--- config.mk ---
export PLATFORM = sky130hd
export DESIGN_NAME = scc_regs
export DESIGN_NICKNAME = d
export VERILOG_FILES = /design/src/verilog/scc_pkg.sv /design/src/verilog/scc_osc_settle.sv /design/src/verilog/scc_regs.sv
export VERILOG_INCLUDE_DIRS = /design/src /design/src/verilog
export SDC_FILE = /design/constraint.sdc
export NUM_CORES = 1
export LEC_CHECK = 0
export ABC_AREA = 0
export BUFFER_PORTS_ARGS = -buffer_cell sky130_fd_sc_hd__buf_2
export CAP_MARGIN = 10
export CORE_UTILIZATION = 35
export DETAILED_ROUTE_END_ITERATION = 8
export GPL_ROUTABILITY_DRIVEN = 0
export RECOVER_POWER = 25
export SETUP_SLACK_MARGIN = 0.02
export SLEW_MARGIN = 20
export SYNTH_ARGS = -nofsm -noshare
export SYNTH_HDL_FRONTEND = slang
export SYNTH_SLANG_ARGS = --single-unit
--- constraint.sdc ---
create_clock -name CORE_CLK -period 3.5 [get_ports CORE_CLK]
set_input_delay 0.35 -clock CORE_CLK [delete_from_list [all_inputs] [get_ports CORE_CLK]]
set_output_delay 0.35 -clock CORE_CLK [all_outputs]
set_load 0.05 [all_outputs]
--- src/verilog/scc_cfg.svh ---
// constants for the system clock control register block
// assumes a plain register port with one-cycle read latency
`ifndef SCC_CFG_SVH
`define SCC_CFG_SVH
`define SCC_OFS_CTRL2     8'h08
`define SCC_OFS_FAST      8'h18
`define SCC_OFS_SLOW      8'h20
`define SCC_KEY_VAL       16'h5a5a
`define SCC_KEY_MSB       31
`define SCC_KEY_LSB       16
`define SCC_WAIT_MSB      6
`define SCC_WAIT_LSB      4
`define SCC_WAKE_BIT      3
`define SCC_LOCK_BIT      2
`define SCC_DBG_BIT       1
`define SCC_STABLE_BIT    15
`define SCC_DIV_MSB       14
`define SCC_DIV_LSB       11
`define SCC_FTRIM_MSB     10
`define SCC_SETTLE_MSB    11
`define SCC_SETTLE_LSB    10
`define SCC_STRIM_MSB     9
`define SCC_CTRL2_RST     3'h0
`define SCC_DIV_RST       4'h5
`define SCC_FTRIM_RST     11'h400
`define SCC_STRIM_RST     10'h200
`define SCC_SETTLE_RST    2'h0
`define SCC_SET0          9'h006
`define SCC_SET1          9'h012
`define SCC_SET2          9'h042
`define SCC_SET3          9'h102
`define SCC_FAST_SETTLE   9'h040
`endif

--- src/verilog/scc_pkg.sv ---
// types shared by the clock control block
// assumes the cfg header supplies all numbers
package scc_pkg;
  typedef enum logic [1:0] {
    SCC_OSC_OFF    = 2'b00,
    SCC_OSC_SETTLE = 2'b01,
    SCC_OSC_STABLE = 2'b10
  } scc_osc_state_t;
endpackage

--- src/verilog/scc_osc_settle.sv ---
// settle counter giving an oscillator stable flag
// assumes osc_tick is a synchronised one-cycle pulse per oscillator cycle
`timescale 1ns/100ps
`include "scc_cfg.svh"
module scc_osc_settle (
  input  wire logic       clk,
  input  wire logic       rst_n,
  input  wire logic       enable,
  input  wire logic       osc_tick,
  input  wire logic [8:0] settle_cycles,
  output logic            stable
);
  scc_pkg::scc_osc_state_t state_q;
  scc_pkg::scc_osc_state_t state_d;
  logic [8:0]              count_q;
  logic [8:0]              count_d;
  wire                     count_done = (count_q >= settle_cycles);

  always_comb begin
    state_d = state_q;
    count_d = count_q;
    unique case (state_q)
      scc_pkg::SCC_OSC_OFF: begin
        count_d = 9'h000;
        if (enable) state_d = scc_pkg::SCC_OSC_SETTLE;
      end
      scc_pkg::SCC_OSC_SETTLE: begin
        if (!enable) state_d = scc_pkg::SCC_OSC_OFF;
        else if (count_done) state_d = scc_pkg::SCC_OSC_STABLE;
        else if (osc_tick) count_d = 9'(count_q + 9'h001);
      end
      scc_pkg::SCC_OSC_STABLE: begin
        if (!enable) state_d = scc_pkg::SCC_OSC_OFF;
      end
      default: state_d = scc_pkg::SCC_OSC_OFF;
    endcase
  end

  always_ff @(posedge clk or negedge rst_n) begin
    if (!rst_n) begin
      state_q <= scc_pkg::SCC_OSC_OFF;
      count_q <= 9'h000;
    end else begin
      state_q <= state_d;
      count_q <= count_d;
    end
  end

  assign stable = (state_q == scc_pkg::SCC_OSC_STABLE);
endmodule

--- src/verilog/scc_regs.sv ---
// system clock control registers: control two, fast and slow oscillator control
// assumes a plain register port; pin and oscillator inputs are asynchronous
`timescale 1ns/100ps
`include "scc_cfg.svh"
module scc_regs (
  input  wire logic        CORE_CLK,
  input  wire logic        RESET_N,
  input  wire logic [7:0]  ADDR,
  input  wire logic [31:0] WDATA,
  input  wire logic        WR,
  input  wire logic        RD,
  output logic [31:0]      RDATA,
  input  wire logic        FAST_OSC_ENABLE,
  input  wire logic        SLOW_OSC_ENABLE,
  input  wire logic        DEEP_LOW_POWER_STATE,
  input  wire logic        WAKE_EVENT,
  input  wire logic        FAST_OSC_TICK,
  input  wire logic        SLOW_OSC_TICK,
  input  wire logic        CPU_RESET_ENABLE_A,
  output logic [1:0]       FETCH_WAIT_CYCLES,
  output logic             FORCE_FAST_CLOCK,
  output logic             RESET_ENABLE_A_RESET_REQ,
  output logic             DEBUG_PINS_GPIO,
  output logic             FAST_OSC_RUN,
  output logic             SLOW_OSC_RUN,
  output logic [3:0]       FAST_DIV_CODE,
  output logic [4:0]       FAST_DIV_RATIO,
  output logic [10:0]      FAST_TRIM,
  output logic [9:0]       SLOW_TRIM
);
  // two-flop synchronisers for the asynchronous inputs
  localparam int NSYNC = 7;
  logic [NSYNC-1:0] sync1_q;
  logic [NSYNC-1:0] sync2_q;
  wire  [NSYNC-1:0] async_in = {FAST_OSC_ENABLE, SLOW_OSC_ENABLE, DEEP_LOW_POWER_STATE,
                                WAKE_EVENT, FAST_OSC_TICK, SLOW_OSC_TICK, CPU_RESET_ENABLE_A};

  genvar g;
  generate
    for (g = 0; g < NSYNC; g++) begin : g_sync
      always_ff @(posedge CORE_CLK or negedge RESET_N) begin
        if (!RESET_N) begin
          sync1_q[g] <= 1'b0;
          sync2_q[g] <= 1'b0;
        end else begin
          sync1_q[g] <= async_in[g];
          sync2_q[g] <= sync1_q[g];
        end
      end
    end
  endgenerate

  wire fast_en_s  = sync2_q[6];
  wire slow_en_s  = sync2_q[5];
  wire sleep_s    = sync2_q[4];
  wire wake_s     = sync2_q[3];
  wire fast_tk_s  = sync2_q[2];
  wire slow_tk_s  = sync2_q[1];
  wire reset_enable_a_s   = sync2_q[0];

  // edge detectors read only second-stage flops
  logic fast_tk_q;
  logic slow_tk_q;
  logic wake_q;
  wire  fast_tick = fast_tk_s & ~fast_tk_q;
  wire  slow_tick = slow_tk_s & ~slow_tk_q;
  wire  wake_rise = wake_s & ~wake_q;

  // register state
  logic [2:0]  wait_q;
  logic        wake_sel_q;
  logic        lock_en_q;
  logic        dbg_gpio_q;
  logic [3:0]  div_q;
  logic [10:0] ftrim_q;
  logic [1:0]  settle_q;
  logic [9:0]  strim_q;
  logic [31:0] rdata_q;

  // decode
  wire sel_ctrl2 = (ADDR == `SCC_OFS_CTRL2);
  wire sel_fast  = (ADDR == `SCC_OFS_FAST);
  wire sel_slow  = (ADDR == `SCC_OFS_SLOW);
  wire key_ok    = (WDATA[`SCC_KEY_MSB:`SCC_KEY_LSB] == `SCC_KEY_VAL);
  wire wr_ctrl2  = WR & sel_ctrl2 & key_ok;
  wire wr_fast   = WR & sel_fast;
  wire wr_slow   = WR & sel_slow;

  // divider codes outside the table are ignored, keeping the old value
  wire [3:0] div_new = WDATA[`SCC_DIV_MSB:`SCC_DIV_LSB];
  logic [4:0] div_ratio_w;
  always_comb begin
    unique case (div_q)
      4'h5:    div_ratio_w = 5'h06;
      4'h6:    div_ratio_w = 5'h01;
      4'h8:    div_ratio_w = 5'h02;
      4'h9:    div_ratio_w = 5'h04;
      4'hb:    div_ratio_w = 5'h08;
      4'hc:    div_ratio_w = 5'h0a;
      4'hd:    div_ratio_w = 5'h0c;
      4'he:    div_ratio_w = 5'h0e;
      4'hf:    div_ratio_w = 5'h10;
      default: div_ratio_w = 5'h06;
    endcase
  end
  wire div_legal = (div_new == 4'h5) | (div_new == 4'h6) | (div_new == 4'h8) |
                   (div_new == 4'h9) | (div_new >= 4'hb);

  // slow oscillator settle length
  logic [8:0] slow_settle_w;
  always_comb begin
    unique case (settle_q)
      2'h0: slow_settle_w = `SCC_SET0;
      2'h1: slow_settle_w = `SCC_SET1;
      2'h2: slow_settle_w = `SCC_SET2;
      2'h3: slow_settle_w = `SCC_SET3;
    endcase
  end

  // fast oscillator is cut in deep sleep; slow one is not
  wire fast_run_w = fast_en_s & ~sleep_s;
  wire slow_run_w = slow_en_s;

  wire fast_stable;
  wire slow_stable;

  scc_osc_settle u_fast_settle (
    .clk           (CORE_CLK),
    .rst_n         (RESET_N),
    .enable        (fast_run_w),
    .osc_tick      (fast_tick),
    .settle_cycles (`SCC_FAST_SETTLE),
    .stable        (fast_stable)
  );

  scc_osc_settle u_slow_settle (
    .clk           (CORE_CLK),
    .rst_n         (RESET_N),
    .enable        (slow_run_w),
    .osc_tick      (slow_tick),
    .settle_cycles (slow_settle_w),
    .stable        (slow_stable)
  );

  // read mux; reserved and unmapped read as zero
  wire [31:0] rd_ctrl2 = {25'h0, wait_q, wake_sel_q, lock_en_q, dbg_gpio_q, 1'b0};
  wire [31:0] rd_fast  = {16'h0, fast_stable, div_q, ftrim_q};
  wire [31:0] rd_slow  = {16'h0, slow_stable, 3'h0, settle_q, strim_q};
  wire [31:0] rd_mux   = sel_ctrl2 ? rd_ctrl2 :
                         sel_fast  ? rd_fast  :
                         sel_slow  ? rd_slow  : 32'h0;

  // wait field: 000->1, 001->2, 010->3 cycles; encoded as extra cycles 0..2
  wire [1:0] wait_cycles_w = (wait_q[2:1] != 2'b00) ? 2'h2 : {1'b0, wait_q[0]};

  // wake forcing: latch at wake edge, hold until next sleep entry
  logic force_fast_q;
  wire  force_fast_d = (wake_rise & wake_sel_q) ? 1'b1 :
                       (sleep_s ? 1'b0 : force_fast_q);

  always_ff @(posedge CORE_CLK or negedge RESET_N) begin
    if (!RESET_N) begin
      fast_tk_q <= 1'b0;
      slow_tk_q <= 1'b0;
      wake_q    <= 1'b0;
    end else begin
      fast_tk_q <= fast_tk_s;
      slow_tk_q <= slow_tk_s;
      wake_q    <= wake_s;
    end
  end

  always_ff @(posedge CORE_CLK or negedge RESET_N) begin
    if (!RESET_N) begin
      wait_q     <= `SCC_CTRL2_RST;
      wake_sel_q <= 1'b0;
      lock_en_q  <= 1'b0;
      dbg_gpio_q <= 1'b0;
    end else if (wr_ctrl2) begin
      wait_q     <= WDATA[`SCC_WAIT_MSB:`SCC_WAIT_LSB];
      wake_sel_q <= WDATA[`SCC_WAKE_BIT];
      lock_en_q  <= WDATA[`SCC_LOCK_BIT];
      dbg_gpio_q <= WDATA[`SCC_DBG_BIT];
    end
  end

  always_ff @(posedge CORE_CLK or negedge RESET_N) begin
    if (!RESET_N) begin
      div_q   <= `SCC_DIV_RST;
      ftrim_q <= `SCC_FTRIM_RST;
    end else if (wr_fast) begin
      if (div_legal) div_q <= div_new;
      ftrim_q <= WDATA[`SCC_FTRIM_MSB:0];
    end
  end

  always_ff @(posedge CORE_CLK or negedge RESET_N) begin
    if (!RESET_N) begin
      settle_q <= `SCC_SETTLE_RST;
      strim_q  <= `SCC_STRIM_RST;
    end else if (wr_slow) begin
      settle_q <= WDATA[`SCC_SETTLE_MSB:`SCC_SETTLE_LSB];
      strim_q  <= WDATA[`SCC_STRIM_MSB:0];
    end
  end

  // read data stands one cycle only, zero otherwise
  always_ff @(posedge CORE_CLK or negedge RESET_N) begin
    if (!RESET_N) begin
      rdata_q <= 32'h0;
    end else begin
      rdata_q <= RD ? rd_mux : 32'h0;
    end
  end

  always_ff @(posedge CORE_CLK or negedge RESET_N) begin
    if (!RESET_N) begin
      force_fast_q <= 1'b0;
    end else begin
      force_fast_q <= force_fast_d;
    end
  end

  // registered outputs; one short flop block per pin
  always_ff @(posedge CORE_CLK or negedge RESET_N) begin
    if (!RESET_N) begin
      FETCH_WAIT_CYCLES <= 2'h0;
    end else begin
      FETCH_WAIT_CYCLES <= wait_cycles_w;
    end
  end

  always_ff @(posedge CORE_CLK or negedge RESET_N) begin
    if (!RESET_N) begin
      FORCE_FAST_CLOCK <= 1'b0;
    end else begin
      FORCE_FAST_CLOCK <= force_fast_q;
    end
  end

  // a level, not a pulse: the reset controller decides how long to act
  always_ff @(posedge CORE_CLK or negedge RESET_N) begin
    if (!RESET_N) begin
      RESET_ENABLE_A_RESET_REQ <= 1'b0;
    end else begin
      RESET_ENABLE_A_RESET_REQ <= reset_enable_a_s & lock_en_q;
    end
  end

  always_ff @(posedge CORE_CLK or negedge RESET_N) begin
    if (!RESET_N) begin
      DEBUG_PINS_GPIO <= 1'b0;
    end else begin
      DEBUG_PINS_GPIO <= dbg_gpio_q;
    end
  end

  always_ff @(posedge CORE_CLK or negedge RESET_N) begin
    if (!RESET_N) begin
      FAST_OSC_RUN <= 1'b0;
    end else begin
      FAST_OSC_RUN <= fast_run_w;
    end
  end

  always_ff @(posedge CORE_CLK or negedge RESET_N) begin
    if (!RESET_N) begin
      SLOW_OSC_RUN <= 1'b0;
    end else begin
      SLOW_OSC_RUN <= slow_run_w;
    end
  end

  always_ff @(posedge CORE_CLK or negedge RESET_N) begin
    if (!RESET_N) begin
      FAST_DIV_CODE <= `SCC_DIV_RST;
    end else begin
      FAST_DIV_CODE <= div_q;
    end
  end

  always_ff @(posedge CORE_CLK or negedge RESET_N) begin
    if (!RESET_N) begin
      FAST_DIV_RATIO <= 5'h06;
    end else begin
      FAST_DIV_RATIO <= div_ratio_w;
    end
  end

  always_ff @(posedge CORE_CLK or negedge RESET_N) begin
    if (!RESET_N) begin
      FAST_TRIM <= `SCC_FTRIM_RST;
    end else begin
      FAST_TRIM <= ftrim_q;
    end
  end

  always_ff @(posedge CORE_CLK or negedge RESET_N) begin
    if (!RESET_N) begin
      SLOW_TRIM <= `SCC_STRIM_RST;
    end else begin
      SLOW_TRIM <= strim_q;
    end
  end

  assign RDATA = rdata_q;
endmodule

# --- After elaboration in Yosys (flattened, before gate mapping) ---
# Memories as Yosys holds them, arrays and structs flattened. A register that Yosys moved wholly into a read port is not among the register bits.
# Index checks and enable logic that the tools add are counted.
word_totals:
  mem_bits_ro: 80
  memories: 1
  word_cells: 130
  reg_bits: 121
op_classes:
  eq_ne: 27
  reduce_logical: 13
  n_bitwise: 18
  n_addsub: 2
  muxes: 26
  magnitude_cmp: 3
memory_table:
  columns: ["name", "words", "word_bits", "read_ports", "rd_clocked_by_memory_dff", "write_ports", "line_no", "text"]
  rows:
  - ["(name not given)", 16, 5, 1, 1, 0, "scc_regs.sv:93", "unique case (div_q)"]
op_table:
  columns: ["op", "n"]
  rows:
  - ["$mux 16", 4]
  - ["$mux 9", 6]
  - ["$pmux 9 s2", 2]
  - ["$pmux 9 s4", 1]
  - ["$ne 2x2->1 const B", 10]
  - ["$add 9x1->9 const B", 2]
  - ["$mux 2", 9]
  - ["$eq 16x15->1 const B", 1]
  - ["$pmux 2 s3", 2]
  - ["$and 1x1->1", 10]
  - ["$ge 9x7->1 const B", 1]
  - ["$ge 9x9->1", 1]
  - ["$eq 2x2->1 const B", 4]
  - ["$eq 4x3->1 const B", 2]
  - ["$eq 4x4->1 const B", 2]
  - ["$eq 8x4->1 const B", 1]
  - ["$eq 8x5->1 const B", 1]
  - ["$eq 8x6->1 const B", 1]
  - ["$reduce_and 4->1", 2]
  - ["$reduce_bool 2->1", 4]
  - ["$eq 2x1->1 const B", 3]
  - ["$logic_not 2->1", 3]
  - ["$ne 3x2->1 const B", 2]
  - ["$reduce_and 3->1", 2]
  - ["other kinds (6)", 13]

# --- Logic depth before layout (Yosys ltp) ---
# Gate-level depths: netlist of run 1.
logic_depth:
  ltp_word: 6
  ltp_mapped: 7
  ltp_nobuf: 7

# --- Hierarchy ---
# From an unflattened synthesis of run 1, not the netlist that was laid out.
hier_totals:
  hier_cells: 458
  hier_area_um2: 5570.3
by_module_without_submodules:
  columns: ["module", "area_per_inst_um2", "cells_per_inst", "instances", "seq_area_each_um2"]
  rows:
  - ["scc_regs", 3863.7, 268, 1, 2615.0]
  - ["scc_osc_settle", 853.3, 95, 2, 275.3]

# --- Least setup slack after synthesis of run 1 ---
# OpenSTA, ideal clock, no wires.
synth_timing:
  kind: "reg2reg"
  from: "register settle_q[0]"
  to: "register u_slow_settle.count_q[7]"
  path_stages_with_launch: 8
  n_path_buf: 0
  t_required_ns: 3.431
  path_slack_ns: 1.039
  arrival_time_ns: 2.392
  period_less_slack_ns: 2.461
  setup_time_ns: 0.069
  cell_sequence: "dfrtp_1 nand2b_1 ha_1 a211o_2 a2111oi_4 nand4_1 or4_1 nand3_1"
synth_via:
  elab_chain_cells: 5
  word_cells_on_any_way: 8
synth_rtl:
  columns: ["item", "line_no", "text"]
  rows:
  - ["from (decl)", "scc_regs.sv:76", "logic [1:0] settle_q;"]
  - ["from (signal assigned)", "scc_regs.sv:199", "settle_q <= `SCC_SETTLE_RST;"]
  - ["from (signal assigned)", "scc_regs.sv:202", "settle_q <= WDATA[`SCC_SETTLE_MSB:`SCC_SETTLE_LSB];"]
  - ["$eq 2x2->1, or another cell as far along", "scc_regs.sv:112", "unique case (settle_q)"]
  - ["$pmux 9 s4 (*)", "scc_regs.sv:112", null]
  - ["$ge 9x9->1 (*)", "scc_osc_settle.sv:17", "wire count_done = (count_q >= settle_cycles);"]
  - ["$ne 2x2->1 (no line) (*)", null, null]
  - ["$reduce_and 4->1 (no line) (*)", null, null]
  - ["to (signal assigned)", "scc_osc_settle.sv:45", "count_q <= count_d;"]
  - ["to (decl)", "scc_osc_settle.sv:15", "logic [8:0] count_q;"]
# Mark *: on every way between the ends. The rest lies on a longest branch, timed or not. The select of a mux whose other input is x is not followed.
# A chain may end at the register's enable or synchronous reset.

# --- Worst setup path in the final report of run 1 ---
layout_timing:
  from: "register settle_q[0]"
  to: "register u_slow_settle.count_q[2]"
# The elaborated chain is that of the path after synthesis.

==> results.py, run 1 <==
metrics = {
    "outcome": {
        "outcome": "complete, but fails checks",
        "violations": "capacitance limit, slew limit",
    },
    "routing": {
        "vias": 3386,
        "drt_wl_total_microns": 10700,
        "via_per_inst": 4.74,
        "drtIter0Drc": 177,
        "final_antenna_net_count": 0,
        "drcViolationCount": 0,
        "drt_pass1_iterations": 4,
        "wl_per_cell_microns": 15.0,
    },
    "setup_path": {
        "cp.required_ps": 3840,
        "start_kind": "flop",
        "cp_max_fo": 6,
        "worstPathArrival_ps": 3100,
        "endpoint_kind": "flop",
        "crit_type": "flop to flop",
    },
    "power_and_ir_drop": {
        "leakagePower_nw": 3.16,
        "p_total_mw": 3.48,
        "p_per_area_nw_per_um2": 555,
        "vdd_drop_max_v": 0.000280,
    },
    "timing": {
        "period_share": 0.787,
        "fin_skew_ps": 6.27,
        "maxSlewViolCount": 67,
        "setup_slack_ps": 746,
        "tightestPinTransition_ps": 1700,
        "hold_violations": 0,
        "setup_viol": 0,
        "slew_headroom": -0.133,
        "fmax_mhz": 363,
        "rsz0062_at_grt": "false",
        "min_period_ps": 2750,
        "hold_ws_ps": 41.2,
        "tns_ps": 0,
    },
    "final_layout": {
        "nNetsFinal": 582,
        "drive_above_1_share": 0.343,
        "regArea_sq_um": 3170,
        "fill_cells": 1321,
        "multi_input_area_sq_um": 1670,
        "area_growth_syn_to_layout_pct": 25.8,
        "final_util": 0.452,
    },
    "global_routing": {
        "grt_pass1_wl_microns": 17300,
        "grt_use_total": 0.159,
        "first_global_vias": 3323,
        "grt_max_degree": 68,
        "grt-ovfl-total": 0,
        "antenna_found_initial": 1,
    },
    "clocking": {
        "hold_buffers": 0,
        "worstSkewPairLatency_ps": 410,
        "cts-root-buf": "clkbuf_16",
        "numCtsBuffers": 17,
        "clockBufferDepth": 2,
        "clock_sinks": 126,
        "tritoncts": "built",
        "cts_setup_buffers": 0,
        "path_clk_slew_ps": 60,
        "cts_resized": 0,
        "htree_levels": 4,
    },
    "logic_synthesis": {
        "yosysTopAreaCellShare": 0.582,
        "synth_seq_cells": 126,
        "synth_edf_count": 0,
        "synth.cell_area_sq_um": 4990,
        "ys_seq_area_frac": 0.635,
        "async_reset_ff_frac": 1.00,
        "yosysUniqueCellTypes": 49,
        "yosys-top-cells-area": "dfrtp_1, mux2_2, dfstp_2, ha_1, buf_4",
        "yosys.area.top_type": "dfrtp_1",
        "synth_cells": 402,
        "synth_flop_cell": "dfrtp_1",
        "syn_avg_cell_area_sq_um": 12.4,
        "ys_warn_count": 0,
    },
    "floorplanning": {
        "ios": 120,
        "coreArea_sq_um": 13900,
        "num_rows": 43,
        "start_util": 0.359,
        "dieArea_sq_um": 14700,
        "die_w_microns": 121,
        "die_y_microns": 121,
    },
    "placed_design": {
        "io_buffers": 102,
        "place_ws_ps": 776,
        "dp_hpwl_microns": 7210,
    },
    "flow_run": {
        "cap_violations": 1,
    },
    "min_path": {
        "hp-class": "input pin to flop",
    },
}
==> where the power goes <==
| group | leakage (nW) | switching [mW] | internal [mW] |
|---|---|---|---|
| combinational | 1.25 | 0.171 | 0.0585 |
| clock | 0.289 | 0.641 | 1.08 |
| sequential | 1.62 | 0.0237 | 1.50 |
==> final cells by class <==
class / count / share of cell area
repair buffers: 107 / 0.0893
flip-flops and latches: 126 / 0.504
inverters: 17 / 0.0102
diodes: 1 / 0.000399
clock buffers: 19 / 0.0722
clock inverters: 13 / 0.0221
well taps: 180 / 0.0359
multi-input cells: 251 / 0.265
==> path summary, 6_finish.rpt <==
path	cells after the start	to	startpoint	slack, ps
max reg2reg	7	u_slow_settle.count_q[2]$_DFFE_PN0P_	settle_q[0]$_DFFE_PN0P_	750
min in group asynchronous	1	ftrim_q[7]$_DFFE_PN0P_	RESET_N	390
max in group asynchronous	2	FAST_DIV_RATIO[2]$_DFF_PN1_	RESET_N	2010
min reg2reg	0	slow_en_s$_DFF_PN0_	sync1_q[5]$_DFF_PN0_	340
min	1	sync1_q[0]$_DFF_PN0_	CPU_RESET_ENABLE_A	40
max	7	u_slow_settle.count_q[2]$_DFFE_PN0P_	settle_q[0]$_DFFE_PN0P_	750
==> state kept, by name, summed over array words and instances (netlist names), 2 cells and up <==
register	flops
u_fast_settle.state_q	2
RDATA	16
SLOW_TRIM	10
div_q	4
FAST_DIV_CODE	4
u_fast_settle.count_q	9
strim_q	10
u_slow_settle.state_q	2
u_slow_settle.count_q	9
FAST_TRIM	11
settle_q	2
sync1_q	7
FAST_DIV_RATIO	5
FETCH_WAIT_CYCLES	2
ftrim_q	11
wait_q	3
==> synth_stat cells, types with 6 or more instances <==
| library cell | number |
|---|---|
| inv_1 | 17 |
| nand2_1 | 27 |
| ha_1 | 11 |
| nand3_1 | 9 |
| o211ai_1 | 9 |
| o21ai_0 | 11 |
| nor2_1 | 29 |
| nand2b_1 | 7 |
| dfstp_2 | 10 |
| and3_1 | 7 |
| mux2_2 | 24 |
| a21oi_1 | 23 |
| a22oi_1 | 7 |
| dfrtp_1 | 116 |
| or2_2 | 6 |
| buf_4 | 17 |
==> worst max-delay path: stages (launching register included) <==
cell,delay [ps]
dfrtp_1,440
nand2b_1,180
ha_1,300
a211o_2,370
a2111oi_4,480
o21ai_0,350
or4_1,470
nand3_1,90
==> cells by family (layout without fill, tap and decap cells) <==
logic type,count (synthesis),after routing,synth area share
adder cells (fa/ha/maj),11,11,0.0276
AO/OA/AOI/OAI,68,68,0.0903
multiplexers,27,27,0.0602
flip-flops,126,126,0.635
AND/OR/NAND/NOR,124,124,0.134
XOR/XNOR,5,5,0.00878
buffers and inverters,40,156,0.0437
other,1,17,0.000752
==> per-stage QoR <==
stage               instances  instance area, sq um
floorplan                 417                  5040
global placement          681                  5680
detailed placement        681                  5680
CTS                       713                  6270
global route              713                  6270
finish                    714                  6270
==> cells in the final DEF, fill, tap and decap left out, types with 6 or more instances in the layout <==
cell / n
mux2_2: 24
nand2_1: 27
and3_1: 7
ha_1: 11
nand2b_1: 7
a22oi_1: 7
or2_2: 6
o211ai_1: 9
o21ai_0: 11
inv_1: 17
nand3_1: 9
nor2_1: 29
a21oi_1: 23
conb_1: 16
dfrtp_1: 116
clkbuf_16: 17
dfstp_2: 6
buf_2: 101
==> layer usage <==
metal  global-route usage  up-vias  wire length, microns
li1                     -     1623                     -
met3               0.0616       17                   718
met1                0.204     1645                  4780
met2                0.242      101                  5010
met4               0.0625        0                   166
met5                    0        -                     0
(Power assumes the default switching activity.)
==> inputs of run 2 (changes only) <==
- ABC_AREA: 0 -> 1
- clock period: 3.5 -> 2.6 ns (I/O delays scaled with it)
==> results.py, run 2 <==
metrics = {
    "setup_path": {
        "start_kind": "flop",
        "slowest_stage": "dfrtp_1",
        "cp.required_ps": 2950,
        "crit_type": "flop to flop",
        "critPathBufInv": 1,
        "cp_slowest_stage_delay_ps": 430,
        "critPathMostFrequentCell": "nand2_1",
        "critical-path-top-delay-family": "simple AND/OR/NAND/NOR gates",
        "rrSetupSlack_ps": 720,
        "worstPathCellList": "inv_1 -> nand2_1 -> ha_1 -> nand2_1 -> nand2_1 -> nand2_1 -> nand2_1 -> nor2_2 -> nand3_2 -> nand2_4 -> nand2_1 -> nand2_1",
        "endpoint_kind": "flop",
        "worstPathArrival_ps": 2230,
        "cp_max_fo": 10,
    },
    "placed_design": {
        "io_buffers": 102,
        "dp.cells": 846,
        "dp_hpwl_microns": 8120,
    },
    "clocking": {
        "cts_setup_buffers": 0,
        "cts_resized": 0,
        "hold_buffers": 8,
        "tritoncts": "built",
        "worstSkewPairLatency_ps": 410,
        "clock_sinks": 126,
        "numCtsBuffers": 17,
        "htree_levels": 4,
        "clockBufferDepth": 2,
        "path_clk_slew_ps": 60,
        "cts-root-buf": "clkbuf_16",
    },
    "routing": {
        "drtIter0Drc": 223,
        "vias": 4047,
        "drt_wl_total_microns": 11400,
        "drt_pass1_iterations": 4,
        "via_per_inst": 4.57,
        "drcViolationCount": 0,
        "final_antenna_net_count": 0,
        "wl_per_cell_microns": 12.8,
    },
    "final_layout": {
        "final_util": 0.442,
        "area_growth_syn_to_layout_pct": 24.0,
        "multi_input_area_sq_um": 1770,
        "antennaDiodeCount": 0,
        "drive_above_1_share": 0.261,
        "layout_commonest_cell": "nand2_1",
        "layout_common_cells": "nand2_1, dfrtp_1, buf_2, inv_1, nor2_1",
        "nNetsFinal": 747,
        "largest_register_ffs": 16,
        "fin_cells": 886,
        "fill_cells": 1464,
        "regArea_sq_um": 3170,
    },
    "timing": {
        "tightestPinTransition_ps": 1620,
        "setup_viol": 0,
        "slew_headroom": -0.0821,
        "tns_ps": 0,
        "hold_violations": 0,
        "min_period_ps": 1880,
        "fin_skew_ps": 7.57,
        "period_share": 0.724,
        "maxSlewViolCount": 66,
        "rsz0062_at_grt": "false",
        "fmax_mhz": 531,
    },
    "logic_synthesis": {
        "yosys.area.top_type": "dfrtp_1",
        "synth_cells": 564,
        "synth_flop_cell": "dfrtp_1",
        "yosysTopAreaCellShare": 0.537,
        "ys_warn_count": 0,
        "yosysUniqueCellTypes": 37,
        "ys_top_cells_by_count": "nand2_1, dfrtp_1, inv_1",
        "synth_seq_cells": 126,
        "synth.cell_area_sq_um": 5400,
        "syn_avg_cell_area_sq_um": 9.58,
        "ys_seq_area_frac": 0.586,
        "yosys-top-cells-area": "dfrtp_1, nand2_1, inv_1, dfstp_2, nand3_1",
        "async_reset_ff_frac": 1.00,
        "synth_most_common_cell": "nand2_1",
        "synth_edf_count": 0,
    },
    "outcome": {
        "violations": "capacitance limit, slew limit",
        "outcome": "complete, but fails checks",
    },
    "power_and_ir_drop": {
        "pwr-share-comb": 0.086,
        "p_sw_mw": 1.28,
        "p_int_mw": 3.71,
        "leakagePower_nw": 3.64,
        "p_per_area_nw_per_um2": 744,
        "swShare": 0.256,
        "vdd_drop_max_v": 0.000428,
        "p_seq_frac": 0.421,
        "p_clk_frac": 0.493,
    },
    "global_routing": {
        "grt-ovfl-total": 0,
        "grt_pass1_wl_microns": 19400,
        "antenna_found_initial": 0,
        "first_global_vias": 4064,
        "grt_max_degree": 67,
        "grt_use_total": 0.157,
    },
    "floorplanning": {
        "ios": 120,
        "die_w_microns": 126,
        "coreArea_sq_um": 15100,
        "num_rows": 45,
        "die_y_microns": 126,
        "dieArea_sq_um": 15900,
        "start_util": 0.357,
    },
    "min_path": {
        "hp-class": "input pin to flop",
    },
    "flow_run": {
        "cap_violations": 1,
    },
}
==> run 2: cell count changes in the layout (fill, tap and decap cells not counted), sizes merged, moves of 24 or more <==
cell and change:
nor2 +28, nand3 +39, o21ai +33, inv +61
mux2 -24, nand2 +108
==> run 2: power groups by stage <==
stage / Clock [mW] / Combinational, mW / Sequential [mW]
3_3_place_gp: 0 / 0.415 / 2.13
4_1_cts: 2.51 / 0.437 / 2.10
2_1_floorplan: 0 / 0.228 / 2.19
3_5_place_dp: 0 / 0.428 / 2.13
6_report: 2.46 / 0.430 / 2.10
5_1_grt: 2.60 / 0.480 / 2.11
==> run 2: worst paths after layout <==
| kind | from | end | depth (start not counted) |
|---|---|---|---|
| setup reg to reg | settle_q[0]$_DFFE_PN0P_ | u_slow_settle.count_q[1]$_DFFE_PN0P_ | 12 |
| max in group asynchronous | RESET_N | strim_q[5]$_DFFE_PN0P_ | 3 |
| setup / recovery | settle_q[0]$_DFFE_PN0P_ | u_slow_settle.count_q[1]$_DFFE_PN0P_ | 12 |
| hold / removal | WDATA[9] | strim_q[9]$_DFFE_PN1P_ | 3 |
| min in group asynchronous | RESET_N | u_slow_settle.count_q[0]$_DFFE_PN0P_ | 2 |
| hold reg to reg | sync1_q[4]$_DFF_PN0_ | sleep_s$_DFF_PN0_ | 0 |
==> run 2: cell type report <==
cell class,instances,area share
Clock inverter,14,0.0269
Clock buffer,18,0.0656
Tap cell,188,0.0351
Timing Repair Buffer,113,0.0928
Inverter,76,0.0435
Sequential cell,126,0.473
Multi-Input combinational cell,351,0.264
==> run 2: cells by family after synthesis <==
family                     count (synthesis)  share of synthesized area
xor gates and xnor gates                   1                    0.00162
other                                      1                   0.000694
and+or+nand+nor                          263                      0.227
buffers and inverters                    102                     0.0945
AOI/OAI and AO/OA                         60                     0.0651
adders and majority gates                 11                     0.0255
DFF                                      126                      0.586
==> run 2: routing by layer <==
metal	wire (microns)	track usage	vias up
met4	131	0.0510	0
met2	5390	0.258	124
li1	-	-	1991
met1	5070	0.194	1918
met3	783	0.0556	14
met5	0	0	-
==> run 2: worst register-to-register path: cells and delay by family (launching register included) <==
family / cells / cell delay (ps)
DFF: 1 / 430
adders and majority gates: 1 / 310
and+or+nand+nor: 10 / 1000
buffers and inverters: 1 / 90
==> run 2: through the flow <==
step | area (sq um) | hold slack (ps) | setup slack (ps) | power (mW)
floorplan | 5460 | -35.6 | 990 | 2.42
global placement | 6020 | 333 | 774 | 2.54
detailed placement | 6020 | 337 | 730 | 2.56
CTS | 6720 | 69.4 | 719 | 5.04
global route | 6700 | 85.1 | 401 | 5.19
finish | 6700 | 85.2 | 718 | 4.99
==> inputs of run 3 (changes only) <==
- clock period: 2.6 -> 1.95 ns (I/O delays scaled with it)
==> results.py, run 3 (synthesis results as in run 2) <==
metrics = {
    "timing": {
        "fin_skew_ps": 8.51,
        "maxSlewViolCount": 0,
        "min_period_ps": 1780,
        "slew_headroom": 0.123,
        "fmax_mhz": 563,
        "period_share": 0.911,
        "rsz0062_at_grt": "false",
        "hold_violations": 0,
        "tns_ps": 0,
        "setup_viol": 0,
        "tightestPinTransition_ps": 1320,
    },
    "setup_path": {
        "critPathLaunch": "settle_q[1]$_DFFE_PN0P_",
        "r2r_start": "settle_q[1]$_DFFE_PN0P_",
        "r2r_end": "u_slow_settle.count_q[8]$_DFFE_PN0P_",
        "crit_end": "u_slow_settle.count_q[8]$_DFFE_PN0P_",
        "rrSetupSlack_ps": 170,
        "rr_worst_depth": 11,
        "crit_type": "flop to flop",
        "endpoint_kind": "flop",
        "worstPathArrival_ps": 2130,
        "start_kind": "flop",
        "cp.required_ps": 2300,
        "cp_max_fo": 6,
    },
    "clocking": {
        "path_clk_slew_ps": 60,
        "tritoncts": "built",
        "clockBufferDepth": 2,
        "cts-root-buf": "clkbuf_16",
        "clock_sinks": 126,
        "numCtsBuffers": 17,
        "worstSkewPairLatency_ps": 420,
        "htree_levels": 4,
    },
    "routing": {
        "drt_pass1_iterations": 4,
        "wl_per_cell_microns": 13.2,
        "drtIter0Drc": 203,
        "drcViolationCount": 0,
        "final_antenna_net_count": 0,
        "via_per_inst": 4.57,
        "vias": 4097,
        "drt_wl_total_microns": 11800,
    },
    "power_and_ir_drop": {
        "vdd_drop_max_v": 0.000613,
        "p_per_area_nw_per_um2": 965,
        "p_total_mw": 6.56,
        "leakagePower_nw": 3.69,
    },
    "final_layout": {
        "drive_above_1_share": 0.274,
        "layout_commonest_cell": "nand2_1",
        "layout_common_cells": "nand2_1, dfrtp_1, buf_2, inv_1, nor2_1",
        "antennaDiodeCount": 0,
        "nNetsFinal": 757,
        "largest_register_ffs": 16,
        "area_growth_syn_to_layout_pct": 25.9,
    },
    "global_routing": {
        "grt-ovfl-total": 0,
        "grt_pass1_wl_microns": 20100,
        "antenna_found_initial": 0,
        "grt_max_degree": 48,
        "first_global_vias": 4187,
        "grt_use_total": 0.162,
    },
    "min_path": {
        "worst_hold_path.num_cells": 3,
        "hp-class": "input pin to flop",
    },
    "floorplanning": {
        "dieArea_sq_um": 15900,
        "die_w_microns": 126,
        "ios": 120,
        "coreArea_sq_um": 15100,
        "die_y_microns": 126,
        "start_util": 0.357,
        "num_rows": 45,
    },
    "placed_design": {
        "dp_hpwl_microns": 8430,
        "io_buffers": 102,
    },
    "outcome": {
        "outcome": "finished, final reports clean",
    },
    "flow_run": {
        "cap_violations": 0,
    },
}
[run 3: changes by cell type in the layout (fill, tap and decap cells not counted), sizes merged]
cell	change
clkinvlp	-1
buf	+8
dlygate4sd3	+1
bufinv	-1
nand3	+1
nand2	+1
inv	+1
[run 3: worst min path at each step]
stage	startpoint	to	slack, ps
after global placement	RESET_N	u_slow_settle.count_q[0]$_DFFE_PN0P_	120
after global routing	WDATA[6]	wait_q[2]$_DFFE_PN0P_	30
after CTS	WDATA[13]	div_q[2]$_DFFE_PN1P_	8
after floorplan	RESET_N	DEBUG_PINS_GPIO$_DFF_PN0_	-100
final	WDATA[13]	div_q[2]$_DFFE_PN1P_	30
after detailed placement	RESET_N	u_slow_settle.count_q[0]$_DFFE_PN0P_	120
[run 3: what timing repair did]
item / in CTS / in global routing
hold buffers: 9 / 0
resized for setup: 0 / 5
buffers inserted: 0 / 2
endpoints found under the hold margin: 28 / 0
endpoints found under the setup margin: 0 / 9
[run 3: per-stage QoR]
step	std cells	worst slack [ps]	hold WS, ps	area [sq um]	utilization
3_5_place_dp	851	78.9	121	6060	0.400
5_1_grt	896	6.02	29.2	6800	0.449
3_3_place_gp	851	141	119	6060	0.400
2_1_floorplan	579	340	-101	5460	-
6_report	896	173	27.0	6800	0.449
4_1_cts	892	69.0	8.42	6750	0.446
[run 3: critical path: stages (launching register included)]
cell     delay [ps]
dfrtp_1         430
nand2_1          80
ha_1            310
inv_1            90
nor2_1           40
nand2_1          70
nand2_1          80
nor2_4          160
nand3_4         180
nand2_4         150
nand2_1          60
nand2_1          60
[run 3: report_power, final]
part	total (mW)	leakage, nW	internal, mW	switching, mW
clock network	3.16	0.290	1.94	1.22
registers	2.80	1.66	2.72	0.0767
logic	0.605	1.74	0.173	0.432
total	6.56	3.69	4.84	1.73
[run 3: routing by layer]
| layer | vias to the layer above | wire [microns] | GRT usage |
|---|---|---|---|
| li1 | 2010 | - | - |
| met1 | 1945 | 5160 | 0.204 |
| met2 | 127 | 5770 | 0.263 |
| met3 | 15 | 762 | 0.0561 |
| met4 | 0 | 121 | 0.0446 |
| met5 | - | 0 | 0 |
[run 3: final cells by class]
| class | instances | area (sq um) |
|---|---|---|
| Clock buffer | 19 | 443 |
| Clock inverter | 13 | 155 |
| Fill cell | 1457 | 8340 |
| Inverter | 76 | 292 |
| Multi-Input combinational cell | 353 | 1830 |
| Sequential cell | 126 | 3170 |
| Tap cell | 188 | 235 |
| Timing Repair Buffer | 121 | 678 |
